==> config.mk <==
export PLATFORM = sky130hd
export DESIGN_NAME = sls_unit
export DESIGN_NICKNAME = d
export VERILOG_FILES = /design/src/inc/sls_pkg.sv /design/src/hw/sls_unit.sv
export VERILOG_INCLUDE_DIRS = /design/src /design/src/inc
export SDC_FILE = /design/constraint.sdc
export NUM_CORES = 1
export LEC_CHECK = 0
export ABC_AREA = 1
export BUFFER_PORTS_ARGS = -buffer_cell sky130_fd_sc_hd__buf_2
export CAP_MARGIN = 15
export CORE_MARGIN = 2
export CORE_UTILIZATION = 50
export CTS_BUF_LIST = sky130_fd_sc_hd__clkbuf_4 sky130_fd_sc_hd__clkbuf_8 sky130_fd_sc_hd__clkbuf_16
export CTS_CLUSTER_SIZE = 10
export DETAILED_ROUTE_END_ITERATION = 6
export PLACE_DENSITY = 0.76
export SLEW_MARGIN = 20
export SYNTH_ARGS = -nofsm -noshare
export SYNTH_HDL_FRONTEND = slang
export SYNTH_SLANG_ARGS = --single-unit
==> constraint.sdc <==
create_clock -name CLK -period 6.1 [get_ports CLK]
set_clock_uncertainty 0.1 [all_clocks]
set_input_delay 1.22 -clock CLK [delete_from_list [all_inputs] [get_ports CLK]]
set_output_delay 1.22 -clock CLK [all_outputs]
set_load 0.005 [all_outputs]
==> src/inc/sls_defines.svh <==
// constants for the single load/store unit
// assumes inclusion by bare name from the unit and its package users
`ifndef SLS_DEFINES_SVH
`define SLS_DEFINES_SVH

// apb register byte offsets
`define SLS_OFF_CTRL 8'h00
`define SLS_OFF_STAT 8'h04
`define SLS_OFF_COUNT 8'h08
`define SLS_OFF_LAST 8'h0c

// field positions
`define SLS_CTRL_EN 0
`define SLS_STAT_BUSY 0
`define SLS_STAT_ILL 1

// reset values
`define SLS_CTRL_EN_RST 1'b1
`define SLS_COUNT_RST 32'h0

// datapath constants
`define SLS_SH_FULL 6'h20
`define SLS_LANE_LSB 3
`define SLS_BYTE_MSB 7

`endif

==> src/inc/sls_pkg.sv <==
// types for the single load/store unit
// assumes sls_defines.svh for numeric constants
package sls_pkg;

   typedef enum logic [1:0] {
      SL_IDLE = 2'b01,
      SL_MEM = 2'b10
   } sls_fsm_e;

   typedef enum logic [1:0] {
      SH_LSL = 2'h0,
      SH_LSR = 2'h1,
      SH_ASR = 2'h2,
      SH_ROR = 2'h3
   } sls_sh_e;

   // one transfer request from the core
   typedef struct packed {
      logic load;
      logic is_byte;
      logic user_translate_pin;
      logic pre;
      logic up;
      logic wback;
      logic imm_sel;
      logic [11:0] imm;
      sls_sh_e sh_type;
      logic [4:0] sh_amt;
      logic carry_in;
      logic [3:0] rd_idx;
      logic [3:0] base_idx;
      logic [31:0] base;
      logic [31:0] index;
      logic [31:0] store_data;
   } sls_req_s;

   // memory side request
   typedef struct packed {
      logic req;
      logic write;
      logic is_byte;
      logic user_translate_pin;
      logic [31:0] addr;
      logic [31:0] wdata;
   } sls_mem_s;

   // register file write-back
   typedef struct packed {
      logic rd_we;
      logic [3:0] rd_idx;
      logic [31:0] rd_data;
      logic base_we;
      logic [3:0] base_idx;
      logic [31:0] base_data;
   } sls_wb_s;

   typedef struct packed {
      sls_fsm_e fsm;
      logic ready;
      sls_mem_s mem;
      sls_wb_s wb;
      logic done;
      logic err;
      logic pre;
      logic wback;
      logic load;
      logic [1:0] lane;
      logic [31:0] wb_val;
      logic ctrl_en;
      logic ill;
      logic [31:0] count;
      logic [31:0] prdata;
      logic pready;
      logic pslverr;
   } sls_st_s;

endpackage : sls_pkg

==> src/hw/sls_unit.sv <==
// single data transfer unit: one word or byte between core and memory
// assumes a memory system that answers each request with one ack pulse,
// and a core that presents requests with valid/ready
//
// Implementation choices: the placing of the registers and the APB register port.
`timescale 1ns/100ps
`include "sls_defines.svh"

module sls_unit
   import sls_pkg::*;
(
   input wire logic CLK,
   input wire logic SYS_RST,
   input wire logic CE,
   input wire logic PSEL,
   input wire logic PENABLE,
   input wire logic PWRITE,
   input wire logic [7:0] PADDR,
   input wire logic [31:0] PWDATA,
   output logic [31:0] PRDATA,
   output logic PREADY,
   output logic PSLVERR,
   input wire logic REQ_VALID,
   output logic REQ_READY,
   input wire sls_req_s REQ,
   output sls_mem_s MEM,
   input wire logic MEM_ACK,
   input wire logic [31:0] MEM_RDATA,
   output sls_wb_s WB,
   output logic DONE,
   output logic ERR
);

   sls_st_s st;
   sls_st_s next_st;
   logic [31:0] shifted;
   logic [31:0] offset;
   logic [31:0] off_addr;
   logic take;
   logic accept;
   logic illegal;
   logic mem_done;
   logic [31:0] rd_val;
   logic hit;

   // register index through the barrel shifter, immediate amount only
   function automatic logic [31:0] sls_shift(
      input logic [31:0] v,
      input sls_sh_e t,
      input logic [4:0] a,
      input logic c
   );
      logic [31:0] r;
      r = v;
      case (t)
         SH_LSL: begin
            r = v << a;
         end
         SH_LSR: begin
            // amount 0 encodes a full 32-bit shift
            r = (a == 5'h0) ? 32'h0 : v >> a;
         end
         SH_ASR: begin
            r = (a == 5'h0) ? {32{v[31]}} : 32'($signed(v) >>> a);
         end
         default: begin
            // amount 0 is rotate through carry
            if (a == 5'h0) begin
               r = {c, v[31:1]};
            end else begin
               r = (v >> a) | (v << (`SLS_SH_FULL - {1'b0, a}));
            end
         end
      endcase
      return r;
   endfunction : sls_shift

   function automatic logic [31:0] sls_apply(
      input logic [31:0] b,
      input logic [31:0] o,
      input logic up
   );
      return up ? b + o : b - o;
   endfunction : sls_apply

   // byte lane pick, little-endian within the returned word
   function automatic logic [7:0] sls_lane(
      input logic [31:0] w,
      input logic [1:0] l
   );
      return 8'(w >> ({l, 3'h0}));
   endfunction : sls_lane

   always_comb begin
      shifted = sls_shift(REQ.index, REQ.sh_type, REQ.sh_amt, REQ.carry_in);
      if (REQ.imm_sel) begin
         offset = 32'(REQ.imm);
      end else begin
         offset = shifted;
      end
      off_addr = sls_apply(REQ.base, offset, REQ.up);
      take = CE && REQ_VALID && st.ready;
      illegal = REQ.user_translate_pin && REQ.pre;
      accept = take && !illegal;
      mem_done = CE && (st.fsm == SL_MEM) && MEM_ACK;
   end

   // apb read decode
   always_comb begin
      rd_val = 32'h0;
      hit = 1'b1;
      if (PADDR == `SLS_OFF_CTRL) begin
         rd_val[`SLS_CTRL_EN] = st.ctrl_en;
      end else if (PADDR == `SLS_OFF_STAT) begin
         rd_val[`SLS_STAT_BUSY] = (st.fsm != SL_IDLE);
         rd_val[`SLS_STAT_ILL] = st.ill;
      end else if (PADDR == `SLS_OFF_COUNT) begin
         rd_val = st.count;
      end else if (PADDR == `SLS_OFF_LAST) begin
         rd_val = st.mem.addr;
      end else begin
         hit = 1'b0;
      end
   end

   always_comb begin
      next_st = st;
      next_st.done = 1'b0;
      next_st.err = 1'b0;
      next_st.wb.rd_we = 1'b0;
      next_st.wb.base_we = 1'b0;
      next_st.pready = 1'b0;
      next_st.pslverr = 1'b0;

      // no wait state: answer registered from the setup cycle
      if (PSEL && !PENABLE) begin
         next_st.pready = 1'b1;
         next_st.pslverr = !hit;
         next_st.prdata = rd_val;
      end
      if (PSEL && PENABLE && st.pready && PWRITE && !st.pslverr) begin
         if (PADDR == `SLS_OFF_CTRL) begin
            next_st.ctrl_en = PWDATA[`SLS_CTRL_EN];
         end else if (PADDR == `SLS_OFF_STAT) begin
            // clear first so a same-cycle set below wins
            if (PWDATA[`SLS_STAT_ILL]) begin
               next_st.ill = 1'b0;
            end
         end else if (PADDR == `SLS_OFF_COUNT) begin
            next_st.count = PWDATA;
         end
      end

      case (st.fsm)
         SL_IDLE: begin
            if (REQ_VALID && st.ready) begin
               if (illegal) begin
                  // refused: no memory access, no write-back
                  next_st.err = 1'b1;
                  next_st.ill = 1'b1;
               end else begin
                  next_st.fsm = SL_MEM;
                  next_st.mem.req = 1'b1;
                  next_st.mem.write = !REQ.load;
                  next_st.mem.is_byte = REQ.is_byte;
                  next_st.mem.user_translate_pin = REQ.user_translate_pin;
                  if (REQ.pre) begin
                     next_st.mem.addr = off_addr;
                  end else begin
                     next_st.mem.addr = REQ.base;
                  end
                  if (REQ.is_byte) begin
                     // byte copied to every lane, memory picks by address
                     next_st.mem.wdata = {4{REQ.store_data[`SLS_BYTE_MSB:0]}};
                  end else begin
                     next_st.mem.wdata = REQ.store_data;
                  end
                  next_st.lane = REQ.pre ? off_addr[1:0] : REQ.base[1:0];
                  next_st.wb_val = off_addr;
                  next_st.pre = REQ.pre;
                  next_st.wback = REQ.wback;
                  next_st.load = REQ.load;
                  next_st.wb.rd_idx = REQ.rd_idx;
                  next_st.wb.base_idx = REQ.base_idx;
               end
            end
         end
         SL_MEM: begin
            if (MEM_ACK) begin
               next_st.fsm = SL_IDLE;
               next_st.mem.req = 1'b0;
               next_st.mem.user_translate_pin = 1'b0;
               next_st.done = 1'b1;
               next_st.count = st.count + 32'h1;
               if (st.load) begin
                  next_st.wb.rd_we = 1'b1;
                  if (st.mem.is_byte) begin
                     next_st.wb.rd_data = 32'(sls_lane(MEM_RDATA, st.lane));
                  end else begin
                     // unaligned word loads are passed through untouched
                     next_st.wb.rd_data = MEM_RDATA;
                  end
               end
               if (!st.pre || st.wback) begin
                  next_st.wb.base_we = 1'b1;
                  next_st.wb.base_data = st.wb_val;
               end
            end
         end
         default: begin
            next_st.fsm = SL_IDLE;
         end
      endcase

      next_st.ready = (next_st.fsm == SL_IDLE) && next_st.ctrl_en;
   end

   always_ff @(posedge CLK) begin
      if (SYS_RST) begin
         st <= '0;
         st.fsm <= SL_IDLE;
         st.ctrl_en <= `SLS_CTRL_EN_RST;
         st.count <= `SLS_COUNT_RST;
      end else if (CE) begin
         st <= next_st;
      end
   end

   assign PRDATA = st.prdata;
   assign PREADY = st.pready;
   assign PSLVERR = st.pslverr;
   assign REQ_READY = st.ready;
   assign MEM = st.mem;
   assign WB = st.wb;
   assign DONE = st.done;
   assign ERR = st.err;
endmodule : sls_unit

==> out/qor.yml <==
status: "finished, final reports clean"
fp-row-count: 74
cpMostUsedCell: "nand2_1"
clk_pin_slew_ns: 0.06
cp_max_fo: 9
hold_viol: 0
ios: 390
timing.hold.worst_endpoint: "WB[19]$_SDFFE_PP0P_"
clock_sink_count: 250
r2r-start: "st[251]$_SDFFE_PP0P_"
min_path_type: "reg2reg"
port_buffers: 389
dpl_worst_slack_ns: -0.271
dp.cells: 4380
pwr_density_cell_nw_per_um2: 215
p_seq_share_pct: 31.1
drt_pre_antenna_iters: 6
synth_nets: 3698
dieWidth_um: 208
cts_setup_buffers: 0
route.detailed.drc: 0
clock_path_buffers: 3
synth_edf_count: 0
netlist_top_cells_area: "dfxtp_1 (24%), nand2_1 (14%), nand3_1 (12%)"
post_drt_wl_per_cell_um: 21.7
yosysTopAreaCellShare_pct: 23.9
fin_crit_sh_pct: 94.6
start_util_pct: 51.0
reg2reg_slack_ns: 2.51
r2r_cells: 9
synth_area_per_cell_um2: 6.06
dieArea_um2: 43500
p_switching_w: 0.00200
drt_first_iter_violations: 3820
hpwl_mm: 77.1
fillers: 3999
arrival_ns: 6.10
yosysWarnings: 0
cp_slowest_cell: "ha_2"
synthDistinctLibCells: 56
cts_tree: "built"
dpl-instance-area_um2: 24300
syn2layout_area_growth_pct: 20.7
p_clk_share_pct: 29.2
min_delay_path_depth: 2
num_vias: 26200
yosysTopAreaCell: "dfxtp_1"
p_int_w: 0.00342
power.leakage_nw: 12.2
max_freq_mhz: 173
grt_overflow: 0
wirelength_mm: 96.2
crit_start: "REQ[105]"
final_cell_count_no_fill: 4425
antenna_found_initial: 7
holdCritStartpoint: "st[87]$_SDFFE_PP0P_"
drive_gt1_share_pct: 23.8
crit_type: "in2reg"
syn_inst: 3449
worst_slew_pin_slew_ns: 1.10
synth_flop_cell: "dfxtp_1"
switching_share_pct: 36.9
critPathLaunchType: "input pin"
synthArstFlopShare_pct: 0
coreArea_um2: 41000
avgViaCountPerCell: 5.92
fin_ws_ns: 0.328
cts.htree.levels: 1
ant_nets: 0
die_h_um: 208
cts_made_buffers: 30
grt_first_pass_wirelength_mm: 143
gp_congestion: 1.11
root_buffer: "clkbuf_16"
tns_ns: 0
power_frac_comb_pct: 39.7
clk_latency_ns: 0.58
ys_ff_latch: 250
peakVddDrop_uv: 195
fin_crit_ns: 5.77
fin_area_um2: 25200
yosysSeqAreaShare_pct: 23.9
track_usage_pct: 42.4
final_net_count: 4129
cpPeakStageDelay_ns: 0.36
setup_viol: 0
grt_max_degree: 97
maxCapViolations: 0
required_ns: 6.43
slew_headroom_pct: 26.4
syn_area_um2: 20900
rsz0062_at_grt: "false"
report.final.slew_viol_count: 0
worstSetupEndpointType: "flip-flop"
crit-reg2reg-capture: "WB[47]$_SDFFE_PP0P_"
grt_pass1_vias: 23600
hold_buffers: 0
critical path: cells and delay by family:
| family | cells | cell delay (ns) |
|---|---|---|
| AOI/OAI and AO/OA | 11 | 1.65 |
| xor gates and xnor gates | 1 | 0.16 |
| adders and majority gates | 2 | 0.67 |
| buffers and inverters | 5 | 0.64 |
| and+or+nand+nor | 15 | 1.70 |
synthesized netlist by cell type (17+ instances only):
master      n
nand2_1   769
nand3_1   519
a21oi_1   320
nor2_1    309
dfxtp_1   250
inv_1     242
o21ai_0   224
buf_4     188
clkbuf_1  113
buf_2      52
o22ai_1    42
xor2_1     41
ha_1       37
nand4_1    37
o211ai_1   36
nand2_2    29
a22oi_1    24
a31oi_1    20
buf_1      18
xnor2_1    17
repair_timing:
item | CTS | global route
endpoints found under the hold margin | 0 | 0
setup endpoints to repair | 0 | 21
resized for setup | 0 | 15
power by group through the flow:
stage / Combinational (W) / Clock (W) / Sequential, W
final: 0.00215 / 0.00158 / 0.00168
after global routing: 0.00228 / 0.00166 / 0.00169
after CTS: 0.00205 / 0.00159 / 0.00168
after detailed placement: 0.00204 / 0 / 0.00172
after global placement: 0.00205 / 0 / 0.00172
after floorplan: 0.00101 / 0 / 0.00171
through the flow:
stage,utilization (%),hold slack (ns),total power [W]
floorplan,-,0.324,0.00272
global placement,59.3,0.339,0.00377
detailed placement,59.3,0.348,0.00376
CTS,61.4,0.352,0.00533
global route,61.5,0.377,0.00562
finish,61.5,0.356,0.00542
metal layers:
layer  global-route usage [%]  wire (µm)  vias to the layer above
li1                         -          -                    12200
met3                     8.56      12000                      239
met4                     17.3       4330                        2
met2                     61.7      39100                     1683
met1                     60.7      40700                    12000
met5                        0         12                        -
logic make-up (layout without fill, tap and decap cells):
group | after synthesis | after routing | share of synthesized area, %
buf+inv | 637 | 1075 | 15.6
fa+ha+maj | 38 | 38 | 2.31
simple gates | 1739 | 1739 | 36.5
flops | 250 | 250 | 23.9
other cells | 0 | 6 | 0
compound gates | 727 | 727 | 19.3
xor+xnor | 58 | 58 | 2.43
sequential cells by signal (all words and copies together), names as in the netlist:
name,count
WB,74
st,71
MEM,68
PRDATA,32
DONE,1
ERR,1
PREADY,1
PSLVERR,1
REQ_READY,1
worst max-delay path by stage:
stage | cells after the start | to | slack (ns)
global placement | 39 | MEM[61]$_SDFFE_PP0P_ | -0.27
finish | 34 | MEM[62]$_SDFFE_PP0P_ | 0.33
CTS | 39 | MEM[61]$_SDFFE_PP0P_ | 0.27
floorplan | 40 | MEM[61]$_SDFFE_PP0P_ | 0.04
global route | 40 | st[99]$_SDFFE_PP0P_ | 0.008
detailed placement | 39 | MEM[61]$_SDFFE_PP0P_ | -0.27
cells in the final DEF (no fill, tap or decap), types with 14 or more instances in the layout:
cell,n
nand2_1,768
nand3_1,517
buf_2,388
buf_4,383
a21oi_1,318
nor2_1,307
dfxtp_1,250
inv_1,239
o21ai_0,221
o22ai_1,42
xor2_1,40
nand4_1,37
o211ai_1,36
ha_1,36
nand2_2,30
clkbuf_16,30
a22oi_1,24
a31oi_1,18
or2_2,16
xnor2_1,16
nor3_1,15
o21ai_1,14
layout make-up:
cell class	instances	area [µm²]	share of cell area, %
multi-input combinational	2562	12700	50.4
timing repair buffer	781	5020	19.9
sequential	250	5000	19.8
inverter	255	967	3.83
clock buffer	35	795	3.15
tap	532	666	2.64
clock inverter	4	51.3	0.203
antenna	6	15.0	0.0595
Note: power is estimated with default switching activity, not from simulation.
